## src/core/pin_change_params.svh

```systemverilog
`ifndef PIN_CHANGE_PARAMS_SVH
`define PIN_CHANGE_PARAMS_SVH

// Register addresses
`define ADDR_PA_RISE   4'h0
`define ADDR_PA_FALL   4'h1
`define ADDR_PA_FLAG   4'h2
`define ADDR_PB_RISE   4'h3
`define ADDR_PB_FALL   4'h4
`define ADDR_PB_FLAG   4'h5
`define ADDR_IRQ_STAT  4'h6
`define ADDR_IRQ_MASK  4'h7

// Implemented bit masks
`define PA_IMPL_MASK   8'h3B
`define PB_IMPL_MASK   8'hF0
`define PA_LOW_MASK    8'h03
`define IRQ_IMPL_MASK  8'h01

// Field positions
`define SHARED_FLAG_BIT 0

// Reset values
`define REG_RESET      8'h00
`define BIT_RESET      1'h0

`endif

```

## src/core/pin_change_pkg.sv

```systemverilog
package pin_change_pkg;

  typedef struct packed {
    logic       wr;
    logic       rd;
    logic [3:0] addr;
    logic [7:0] wdata;
  } reg_req_t;

  typedef struct packed {
    logic [7:0] pa_rise;
    logic [7:0] pa_fall;
    logic [7:0] pa_flag;
    logic [7:0] pb_rise;
    logic [7:0] pb_fall;
    logic [7:0] pb_flag;
    logic [7:0] status;
    logic [7:0] mask;
    logic [7:0] rdata;
    logic       irq;
    logic       wake;
  } core_state_t;

endpackage

```

## src/core/edge_sampler.sv

```systemverilog
`timescale 1ns/1ps
`include "pin_change_params.svh"

module edge_sampler #(
  parameter int WIDTH = 8
) (
  input  wire logic             sys_clk,
  input  wire logic             rst,
  input  wire logic [WIDTH-1:0] pins,
  output logic      [WIDTH-1:0] rise_ev,
  output logic      [WIDTH-1:0] fall_ev
);

  typedef struct packed {
    logic [WIDTH-1:0] sync1;
    logic [WIDTH-1:0] sync2;
    logic [WIDTH-1:0] prev;
    logic [2:0]       warm;
  } sampler_state_t;

  sampler_state_t state_reg;
  sampler_state_t state_next;

  always_comb begin
    state_next       = state_reg;
    state_next.sync1 = pins;
    state_next.sync2 = state_reg.sync1;
    state_next.prev  = state_reg.sync2;
    state_next.warm  = {state_reg.warm[1:0], 1'h1};
  end

  always_ff @(posedge sys_clk) begin
    if (rst) begin
      state_reg <= '0;
    end else begin
      state_reg <= state_next;
    end
  end

  // Successive synchronized samples compared, held off until prev holds a real sample
  assign rise_ev = state_reg.sync2 & ~state_reg.prev & {WIDTH{state_reg.warm[2]}};
  assign fall_ev = ~state_reg.sync2 & state_reg.prev & {WIDTH{state_reg.warm[2]}};

endmodule // edge_sampler

```

## src/core/pin_change_edge_detect.sv

```systemverilog
// Contract
// - Port A falling enable sets pin and shared flag
// - Port A flag set by enabled rise or fall
// - Every hardware pin flag set also sets shared flag
// - Flag reads one when set; writing zero clears it
// - Flags writable, hardware sets independently
// - Port B rising enable sets flags
// - Zero enable suppresses that edge
// - Unimplemented bits ignore writes, read zero
// - All bits reset to zero
// - Port A low pins idle while USB active
// - Enabled edge wakes device from sleep
// - Port B falling enable sets flags
`timescale 1ns/1ps
`include "pin_change_params.svh"

module pin_change_edge_detect (
  input  wire logic                      sys_clk,
  input  wire logic                      rst,
  input  wire pin_change_pkg::reg_req_t  bus_req,
  input  wire logic [7:0]                porta_pins,
  input  wire logic [7:0]                portb_pins,
  input  wire logic                      usb_active,
  input  wire logic                      sleep_active,
  output logic [7:0]                     rdata,
  output logic                           irq,
  output logic                           wake
);

  //////////////////////////////////////////////////////////////////////////////
  // Register decode helpers

  function automatic logic [7:0] impl_mask(input logic [3:0] addr);
    unique case (addr)
      `ADDR_PA_RISE, `ADDR_PA_FALL, `ADDR_PA_FLAG: impl_mask = `PA_IMPL_MASK;
      `ADDR_PB_RISE, `ADDR_PB_FALL, `ADDR_PB_FLAG: impl_mask = `PB_IMPL_MASK;
      `ADDR_IRQ_STAT, `ADDR_IRQ_MASK:            impl_mask = `IRQ_IMPL_MASK;
      default:                                   impl_mask = `REG_RESET;
    endcase
  endfunction

  function automatic logic [7:0] reg_read(input pin_change_pkg::core_state_t s,
                                          input logic [3:0] addr);
    logic [7:0] v;
    v = `REG_RESET;
    unique case (addr)
      `ADDR_PA_RISE:  v = s.pa_rise;
      `ADDR_PA_FALL:  v = s.pa_fall;
      `ADDR_PA_FLAG:  v = s.pa_flag;
      `ADDR_PB_RISE:  v = s.pb_rise;
      `ADDR_PB_FALL:  v = s.pb_fall;
      `ADDR_PB_FLAG:  v = s.pb_flag;
      `ADDR_IRQ_STAT: v = s.status;
      `ADDR_IRQ_MASK: v = s.mask;
      default:        v = `REG_RESET;
    endcase
    reg_read = v & impl_mask(addr);
  endfunction

  //////////////////////////////////////////////////////////////////////////////
  // Edge sampling

  logic [7:0] pa_rise_ev;
  logic [7:0] pa_fall_ev;
  logic [7:0] pb_rise_ev;
  logic [7:0] pb_fall_ev;

  edge_sampler #(
    .WIDTH (8)
  ) u_porta_sampler (
    .sys_clk (sys_clk),
    .rst     (rst),
    .pins    (porta_pins),
    .rise_ev (pa_rise_ev),
    .fall_ev (pa_fall_ev)
  );

  edge_sampler #(
    .WIDTH (8)
  ) u_portb_sampler (
    .sys_clk (sys_clk),
    .rst     (rst),
    .pins    (portb_pins),
    .rise_ev (pb_rise_ev),
    .fall_ev (pb_fall_ev)
  );

  //////////////////////////////////////////////////////////////////////////////
  // Flag set terms

  pin_change_pkg::core_state_t state_reg;
  pin_change_pkg::core_state_t state_next;

  logic [7:0] pa_avail;
  logic [7:0] pa_hit_rise;
  logic [7:0] pa_hit_fall;
  logic [7:0] pa_set;
  logic [7:0] pb_hit_rise;
  logic [7:0] pb_hit_fall;
  logic [7:0] pb_set;
  logic       any_set;

  // Low pins lose their input buffer to USB
  assign pa_avail    = usb_active ? (`PA_IMPL_MASK & ~`PA_LOW_MASK) : `PA_IMPL_MASK;
  assign pa_hit_rise = pa_rise_ev & state_reg.pa_rise & pa_avail;
  assign pa_hit_fall = pa_fall_ev & state_reg.pa_fall & pa_avail;
  assign pa_set      = pa_hit_rise | pa_hit_fall;
  assign pb_hit_rise = pb_rise_ev & state_reg.pb_rise & `PB_IMPL_MASK;
  assign pb_hit_fall = pb_fall_ev & state_reg.pb_fall & `PB_IMPL_MASK;
  assign pb_set      = pb_hit_rise | pb_hit_fall;
  assign any_set     = (|pa_set) | (|pb_set);

  //////////////////////////////////////////////////////////////////////////////
  // Next state

  logic [7:0] wmask;

  always_comb begin
    state_next = state_reg;
    wmask      = impl_mask(bus_req.addr);
    if (bus_req.wr) begin
      unique case (bus_req.addr)
        `ADDR_PA_RISE:  state_next.pa_rise = bus_req.wdata & wmask;
        `ADDR_PA_FALL:  state_next.pa_fall = bus_req.wdata & wmask;
        `ADDR_PA_FLAG:  state_next.pa_flag = bus_req.wdata & wmask;
        `ADDR_PB_RISE:  state_next.pb_rise = bus_req.wdata & wmask;
        `ADDR_PB_FALL:  state_next.pb_fall = bus_req.wdata & wmask;
        `ADDR_PB_FLAG:  state_next.pb_flag = bus_req.wdata & wmask;
        `ADDR_IRQ_STAT: state_next.status  = state_reg.status & ~(bus_req.wdata & wmask);
        `ADDR_IRQ_MASK: state_next.mask    = bus_req.wdata & wmask;
        default: ;
      endcase
    end
    // Hardware set wins over a software clear
    state_next.pa_flag = state_next.pa_flag | pa_set;
    state_next.pb_flag = state_next.pb_flag | pb_set;
    state_next.status[`SHARED_FLAG_BIT] = state_next.status[`SHARED_FLAG_BIT] | any_set;
    // Read data stand one cycle only
    state_next.rdata = bus_req.rd ? reg_read(state_reg, bus_req.addr) : `REG_RESET;
    state_next.irq   = |(state_next.status & state_next.mask);
    // Wake while asleep with enabled pending change
    state_next.wake  = sleep_active & state_next.mask[`SHARED_FLAG_BIT]
                       & state_next.status[`SHARED_FLAG_BIT];
  end

  always_ff @(posedge sys_clk) begin
    if (rst) begin
      state_reg <= '0;
    end else begin
      state_reg <= state_next;
    end
  end

  assign rdata = state_reg.rdata;
  assign irq   = state_reg.irq;
  assign wake  = state_reg.wake;

  //////////////////////////////////////////////////////////////////////////////
  // Assertions

  property p_pa_fall_sets;
    @(posedge sys_clk) disable iff (rst)
      (pa_hit_fall != 8'h00) |=> ((state_reg.pa_flag & $past(pa_hit_fall)) == $past(pa_hit_fall));
  endproperty
  a_pa_fall_sets: assert property (p_pa_fall_sets) else $error("falling edge did not set flag");

  property p_pa_rise_sets;
    @(posedge sys_clk) disable iff (rst)
      (pa_hit_rise != 8'h00) |=> ((state_reg.pa_flag & $past(pa_hit_rise)) == $past(pa_hit_rise));
  endproperty
  a_pa_rise_sets: assert property (p_pa_rise_sets) else $error("rising edge did not set flag");

  property p_shared_set;
    @(posedge sys_clk) disable iff (rst)
      any_set |=> state_reg.status[`SHARED_FLAG_BIT] && (irq == state_reg.mask[`SHARED_FLAG_BIT]);
  endproperty
  a_shared_set: assert property (p_shared_set) else $error("shared flag not set");

  property p_flag_clear;
    @(posedge sys_clk) disable iff (rst)
      (bus_req.wr && bus_req.addr == `ADDR_PA_FLAG && bus_req.wdata == 8'h00 && pa_set == 8'h00)
      |=> (state_reg.pa_flag == 8'h00);
  endproperty
  a_flag_clear: assert property (p_flag_clear) else $error("zero write did not clear flags");

  property p_flag_readback;
    @(posedge sys_clk) disable iff (rst)
      (bus_req.rd && bus_req.addr == `ADDR_PA_FLAG) |=> (rdata == $past(state_reg.pa_flag))
      ##1 ($past(bus_req.rd) || rdata == 8'h00);
  endproperty
  a_flag_readback: assert property (p_flag_readback) else $error("flag read data wrong");

  property p_pb_rise_sets;
    @(posedge sys_clk) disable iff (rst)
      (pb_hit_rise != 8'h00) |=> ((state_reg.pb_flag & $past(pb_hit_rise)) == $past(pb_hit_rise));
  endproperty
  a_pb_rise_sets: assert property (p_pb_rise_sets) else $error("port B rise did not set flag");

  property p_disabled_quiet;
    @(posedge sys_clk) disable iff (rst)
      (state_reg.pa_rise == 8'h00 && state_reg.pa_fall == 8'h00 && !bus_req.wr)
      |=> $stable(state_reg.pa_flag);
  endproperty
  a_disabled_quiet: assert property (p_disabled_quiet) else $error("disabled pin set a flag");

  property p_unimpl_zero;
    @(posedge sys_clk) disable iff (rst)
      ((state_reg.pa_flag | state_reg.pa_fall | state_reg.pa_rise) & ~`PA_IMPL_MASK) == 8'h00
      && ((state_reg.pb_flag | state_reg.pb_rise | state_reg.pb_fall) & ~`PB_IMPL_MASK) == 8'h00;
  endproperty
  a_unimpl_zero: assert property (p_unimpl_zero) else $error("unimplemented bit is set");

  property p_reset_clear;
    @(posedge sys_clk) rst |=> (state_reg == '0);
  endproperty
  a_reset_clear: assert property (p_reset_clear) else $error("state not cleared by reset");

  property p_usb_blocks;
    @(posedge sys_clk) disable iff (rst)
      usb_active |-> ((pa_set & `PA_LOW_MASK) == 8'h00);
  endproperty
  a_usb_blocks: assert property (p_usb_blocks) else $error("low pin detected under USB");

  property p_wake;
    @(posedge sys_clk) disable iff (rst)
      (sleep_active && state_reg.mask[`SHARED_FLAG_BIT] && any_set
       && !(bus_req.wr && bus_req.addr == `ADDR_IRQ_MASK)) |=> wake;
  endproperty
  a_wake: assert property (p_wake) else $error("enabled edge did not wake");

  property p_pb_fall_sets;
    @(posedge sys_clk) disable iff (rst)
      (pb_hit_fall != 8'h00) |=> ((state_reg.pb_flag & $past(pb_hit_fall)) == $past(pb_hit_fall));
  endproperty
  a_pb_fall_sets: assert property (p_pb_fall_sets) else $error("port B fall did not set flag");

  property p_edges_exclusive;
    @(posedge sys_clk) disable iff (rst)
      ((pa_rise_ev & pa_fall_ev) == 8'h00) && ((pb_rise_ev & pb_fall_ev) == 8'h00);
  endproperty
  a_edges_exclusive: assert property (p_edges_exclusive) else $error("rise and fall at once");

  property p_pa_quiet;
    @(posedge sys_clk) disable iff (rst)
      (pa_set == 8'h00 && !bus_req.wr) |=> $stable(state_reg.pa_flag);
  endproperty
  a_pa_quiet: assert property (p_pa_quiet) else $error("port A flag moved with no edge");

  property p_pb_quiet;
    @(posedge sys_clk) disable iff (rst)
      (pb_set == 8'h00 && !bus_req.wr) |=> $stable(state_reg.pb_flag);
  endproperty
  a_pb_quiet: assert property (p_pb_quiet) else $error("port B flag moved with no edge");

  property p_status_w1c;
    @(posedge sys_clk) disable iff (rst)
      (bus_req.wr && bus_req.addr == `ADDR_IRQ_STAT && bus_req.wdata[`SHARED_FLAG_BIT] && !any_set)
      |=> !state_reg.status[`SHARED_FLAG_BIT];
  endproperty
  a_status_w1c: assert property (p_status_w1c) else $error("shared flag not cleared by one");

  property p_status_sticky;
    @(posedge sys_clk) disable iff (rst)
      (state_reg.status[`SHARED_FLAG_BIT] && !(bus_req.wr && bus_req.addr == `ADDR_IRQ_STAT))
      |=> state_reg.status[`SHARED_FLAG_BIT];
  endproperty
  a_status_sticky: assert property (p_status_sticky) else $error("shared flag dropped by itself");

  property p_irq_masked;
    @(posedge sys_clk) disable iff (rst)
      (!state_reg.mask[`SHARED_FLAG_BIT] && !(bus_req.wr && bus_req.addr == `ADDR_IRQ_MASK)) |=> !irq;
  endproperty
  a_irq_masked: assert property (p_irq_masked) else $error("masked change raised irq");

  property p_rdata_idle;
    @(posedge sys_clk) disable iff (rst)
      !bus_req.rd |=> (rdata == 8'h00);
  endproperty
  a_rdata_idle: assert property (p_rdata_idle) else $error("read data outside read cycle");

  property p_pa_fall_readback;
    @(posedge sys_clk) disable iff (rst)
      (bus_req.rd && bus_req.addr == `ADDR_PA_FALL) |=> (rdata == $past(state_reg.pa_fall));
  endproperty
  a_pa_fall_readback: assert property (p_pa_fall_readback) else $error("fall enable read wrong");

  property p_pb_rise_readback;
    @(posedge sys_clk) disable iff (rst)
      (bus_req.rd && bus_req.addr == `ADDR_PB_RISE) |=> (rdata == $past(state_reg.pb_rise));
  endproperty
  a_pb_rise_readback: assert property (p_pb_rise_readback) else $error("port B rise read wrong");

  property p_pa_read_unimpl;
    @(posedge sys_clk) disable iff (rst)
      (bus_req.rd && bus_req.addr <= `ADDR_PA_FLAG) |=> ((rdata & ~`PA_IMPL_MASK) == 8'h00);
  endproperty
  a_pa_read_unimpl: assert property (p_pa_read_unimpl) else $error("port A unused bit read one");

  property p_pb_read_unimpl;
    @(posedge sys_clk) disable iff (rst)
      (bus_req.rd && bus_req.addr >= `ADDR_PB_RISE && bus_req.addr <= `ADDR_PB_FLAG)
      |=> ((rdata & ~`PB_IMPL_MASK) == 8'h00);
  endproperty
  a_pb_read_unimpl: assert property (p_pb_read_unimpl) else $error("port B unused bit read one");

  property p_unmapped_read;
    @(posedge sys_clk) disable iff (rst)
      (bus_req.rd && bus_req.addr > `ADDR_IRQ_MASK) |=> (rdata == 8'h00);
  endproperty
  a_unmapped_read: assert property (p_unmapped_read) else $error("unmapped address read data");

  property p_wake_needs_sleep;
    @(posedge sys_clk) disable iff (rst)
      !sleep_active |=> !wake;
  endproperty
  a_wake_needs_sleep: assert property (p_wake_needs_sleep) else $error("wake while awake");

  property p_wake_needs_enable;
    @(posedge sys_clk) disable iff (rst)
      (!state_reg.mask[`SHARED_FLAG_BIT] && !(bus_req.wr && bus_req.addr == `ADDR_IRQ_MASK)) |=> !wake;
  endproperty
  a_wake_needs_enable: assert property (p_wake_needs_enable) else $error("wake with change irq off");

  property p_usb_free;
    @(posedge sys_clk) disable iff (rst)
      (!usb_active && (pa_fall_ev & state_reg.pa_fall & `PA_LOW_MASK) != 8'h00)
      |=> ((state_reg.pa_flag & `PA_LOW_MASK) != 8'h00);
  endproperty
  a_usb_free: assert property (p_usb_free) else $error("low pin missed without USB");

  property p_cv_pa_fall;
    @(posedge sys_clk) disable iff (rst) pa_hit_fall != 8'h00;
  endproperty
  c_pa_fall: cover property (p_cv_pa_fall);

  property p_cv_pb_rise;
    @(posedge sys_clk) disable iff (rst) pb_hit_rise != 8'h00;
  endproperty
  c_pb_rise: cover property (p_cv_pb_rise);

  property p_cv_clear_race;
    @(posedge sys_clk) disable iff (rst)
      bus_req.wr && bus_req.addr == `ADDR_PA_FLAG && pa_set != 8'h00;
  endproperty
  c_clear_race: cover property (p_cv_clear_race);

  property p_cv_wake;
    @(posedge sys_clk) disable iff (rst) wake;
  endproperty
  c_wake: cover property (p_cv_wake);

endmodule // pin_change_edge_detect

```

## config.mk

```make
export PLATFORM = sky130hd
export DESIGN_NAME = pin_change_edge_detect
export DESIGN_NICKNAME = d
export VERILOG_FILES = /design/src/core/pin_change_pkg.sv /design/src/core/edge_sampler.sv /design/src/core/pin_change_edge_detect.sv
export VERILOG_INCLUDE_DIRS = /design/src /design/src/core
export SDC_FILE = /design/constraint.sdc
export NUM_CORES = 1
export LEC_CHECK = 0
export CORE_MARGIN = 2
export CORE_UTILIZATION = 40
export DETAILED_ROUTE_END_ITERATION = 6
export DONT_BUFFER_PORTS = 1
export GPL_ROUTABILITY_DRIVEN = 0
export RECOVER_POWER = 50
export SLEW_MARGIN = 10
export SYNTH_ARGS = -nofsm -noshare
export SYNTH_HDL_FRONTEND = slang
export SYNTH_SLANG_ARGS = --single-unit
```

## constraint.sdc

```tcl
create_clock -name sys_clk -period 1.8 [get_ports sys_clk]
set_clock_uncertainty 0.15 [all_clocks]
set_input_delay 0.09 -clock sys_clk [delete_from_list [all_inputs] [get_ports sys_clk]]
set_output_delay 0.09 -clock sys_clk [all_outputs]
set_load 0.02 [all_outputs]
```

==> results by group <==
Clock tree
  • Root buffer cell: clkbuf_8
  • H-tree depth: 3
  • Clk_lat worst skew: 350 ps
  • Total CTS buffers: 9
  • Clock buffer depth: 2
  • CTS Sinks: 89
  • Post-CTS Setup Inserts: 0
  • CTS tree: done
  • Clock transition at path regs: 80 ps

Drt
  • DR WL/cell: 16.2 µm
  • DR vias: 2521
  • Via/cell ratio: 5.20
  • Final wirelength: 7850 µm
  • Pre-antenna DRT Iters: 4
  • # DRC: 0
  • ANT nets after route: 0
  • Starting DRT DRC Count: 204

Layout
  • Layout cells sized above 1: 0.0955
  • Synth-to-Final Area Change: 15.8%
  • Antenna cells: 0
  • FF/Latch Area: 1780 µm²
  • Nets@finish: 408
  • Core Util, Final: 0.478
  • Area of the multi-input gates: 1640 µm²
  • Number of flip-flops in the largest register: 50
  • Fill cell count: 851
  • Final Instance Count excl. Fillers: 485

STA
  • RSZ-0062 raised after global routing: false
  • Hold Slack: -161 ps
  • Maximum clock frequency: 0.586 GHz
  • Fin crit share: 0.949
  • Tmin final: 1710 ps
  • Rel. slew slack: 0.610
  • # setup viols final: 0
  • Endpoints failing hold: 15
  • Slew Limit Fails: 0
  • Setup TNS: 0 ps
  • Worst slew pin tran: 582 ps

Power
  • Static leakage: 1.64 nW
  • Internal cell power: 3.05 mW
  • Comb pwr share: 0.055
  • PwrDens: 920 nW/µm²
  • Clk pwr share: 0.416
  • Sw Pwr: 0.764 mW
  • Sequential power share: 0.529
  • Sw Ratio: 0.200
  • Max VDD drop: 0.479 mV

Critical path
  • CP required: 1900 ps
  • CP bufs+invs: 1
  • Crit. End Element: register
  • Worst setup path end: rdata[6]$_SDFF_PP0_
  • Critical R2R Capture: rdata[7]$_SDFF_PP0_
  • Max incr delay on CP: 910 ps
  • Critical path origin: bus_req[9]
  • Critical Path Start Type: input port
  • CP top delay family: buffers and inverters
  • Stages on the worst setup path: 4
  • Critical path's slowest cell: dlygate4sd3_1
  • Crit path DAT: 1810 ps
  • Critical Setup Path Class: in2reg
  • FF-to-FF setup slack: 150 ps
  • R2R depth: 5
  • Worst-path fanout max: 16
  • Worst path cell trace: dlygate4sd3_1 -> mux4_2 -> mux2i_1 -> nor2_1
  • Reg-to-reg startpoint: state_reg[41]$_SDFFE_PP0P_

Synth
  • Most common library cells after synthesis: 89 x dfxtp_1, 39 x nor2b_1, 30 x nor2_1
  • Post-synth top flop: dfxtp_1
  • Top-count cell post-synth: dfxtp_1
  • Synthesized net count: 391
  • Seq/Total Area, Yosys: 0.498
  • Synth warnings: 0
  • Yosys reg bits: 89
  • Async SR Flop Fraction: 0
  • Mapped Cells: 357
  • Cell taking the most area after synthesis: dfxtp_1
  • Syn Area/Cell: 10.0 µm²
  • Post-synth top area share: 0.498
  • Top post-synthesis cells by area: dfxtp_1 50%, mux2i_1 7.0%, nor2b_1 6.8%
  • EDFF count, synth: 0
  • Synth cell types: 39
  • Post-Syn Area: 3580 µm²

Floorplan
  • Core ar.: 8680 µm²
  • Die ar.: 9720 µm²
  • Initial Util: 0.412
  • DIE HEIGHT: 98.6 µm
  • Ports: 44
  • Num rows: 34
  • Die width: 98.6 µm

Run
  • Max-Cap Viols: 0

Global route
  • Vias in the first global route: 2507
  • Antenna violations before repair: 0
  • Gr ovfl total: 0
  • First-pass GRT wire length: 12900 µm
  • GRT Util Overall: 0.171
  • Pin count of the biggest net entering global routing: 70

Placement
  • Port bufs: 0
  • HPWL after detailed placement: 5200 µm
  • Placed Cells: 440

Run status
  • Status: finished with violations
  • Violated checks: hold timing

Hold path
  • Hold Crit Class: in2reg
==> cells by family after synthesis <==
kind of cell,after synthesis,share of synthesized area
flip-flops,89,0.498
AO/OA/AOI/OAI,47,0.0797
AND/OR/NAND/NOR,157,0.271
multiplexers,33,0.105
other,1,0.00105
buffers and inverters,30,0.0458
==> worst min-delay path, delay by kind of cell <==
family / cells / cell delay, ps
simple gates: 2 / 160
compound gates: 1 / 40
==> how the worst min path moves through the flow <==
stage                        startpoint                                   endpoint  cells after the start
after CTS                   bus_req[10]                        rdata[6]$_SDFF_PP0_                      2
final                        bus_req[8]                        rdata[5]$_SDFF_PP0_                      3
after floorplan           porta_pins[0]  u_porta_sampler.state_next[11]$_SDFF_PP0_                      1
after detailed placement            rst                   state_reg[51]$_SDFF_PP0_                      1
after global placement              rst                   state_reg[51]$_SDFF_PP0_                      1
after global routing         bus_req[8]                        rdata[5]$_SDFF_PP0_                      3
==> what timing repair did <==
action,4_1_cts,5_1_grt
hold endpoints to repair,89,14
setup endpoints to repair,0,7
hold buffers,27,4
resized for setup,0,3
==> layer usage <==
metal / up-vias / track usage / part of all wire
met5: - / 0 / 0
met4: 0 / 0.0432 / 0.011
met3: 6 / 0.0511 / 0.042
met2: 66 / 0.274 / 0.48
met1: 1185 / 0.227 / 0.47
li1: 1264 / - / -
==> stage by stage <==
| step | power (mW) | setup slack [ps] | cell area (µm²) | hold slack [ps] |
|---|---|---|---|---|
| 2_1_floorplan | 2.20 | 389 | 3580 | 68.2 |
| 3_3_place_gp | 2.18 | 137 | 3580 | 19.3 |
| 3_5_place_dp | 2.18 | 118 | 3580 | 21.7 |
| 4_1_cts | 3.84 | 66.7 | 4100 | -236 |
| 5_1_grt | 3.97 | 0.616 | 4150 | -157 |
| 6_report | 3.81 | 92.5 | 4150 | -161 |
==> power groups by stage <==
stage	clock, mW	sequential [mW]	combinational (mW)
final	1.59	2.02	0.210
after global routing	1.72	2.02	0.228
after CTS	1.62	2.01	0.199
after detailed placement	0	2.06	0.119
after global placement	0	2.06	0.117
after floorplan	0	2.05	0.149
==> cells in the final DEF (no fill, tap or decap), types with 8 or more instances in the layout <==
| master | Yosys | final |
|---|---|---|
| dlygate4sd3_1 | 0 | 30 |
| a21oi_1 | 13 | 13 |
| dfxtp_1 | 89 | 88 |
| a31oi_1 | 8 | 8 |
| mux2i_1 | 25 | 25 |
| nand2_1 | 24 | 24 |
| o21ai_0 | 12 | 12 |
| and2_1 | 10 | 8 |
| and3_1 | 9 | 9 |
| clkbuf_8 | 0 | 10 |
| nand4b_1 | 13 | 13 |
| nor2b_1 | 39 | 39 |
| nor2_1 | 30 | 29 |
==> final cells by class <==
type | instances | share of cell area
clock buffers | 11 | 0.0341
clock inverters | 3 | 0.0217
inverters | 2 | 0.00181
multi-input cells | 238 | 0.395
flip-flops and latches | 89 | 0.430
well taps | 108 | 0.0326
repair buffers | 34 | 0.0845
Power figures use the tool's default switching activity.
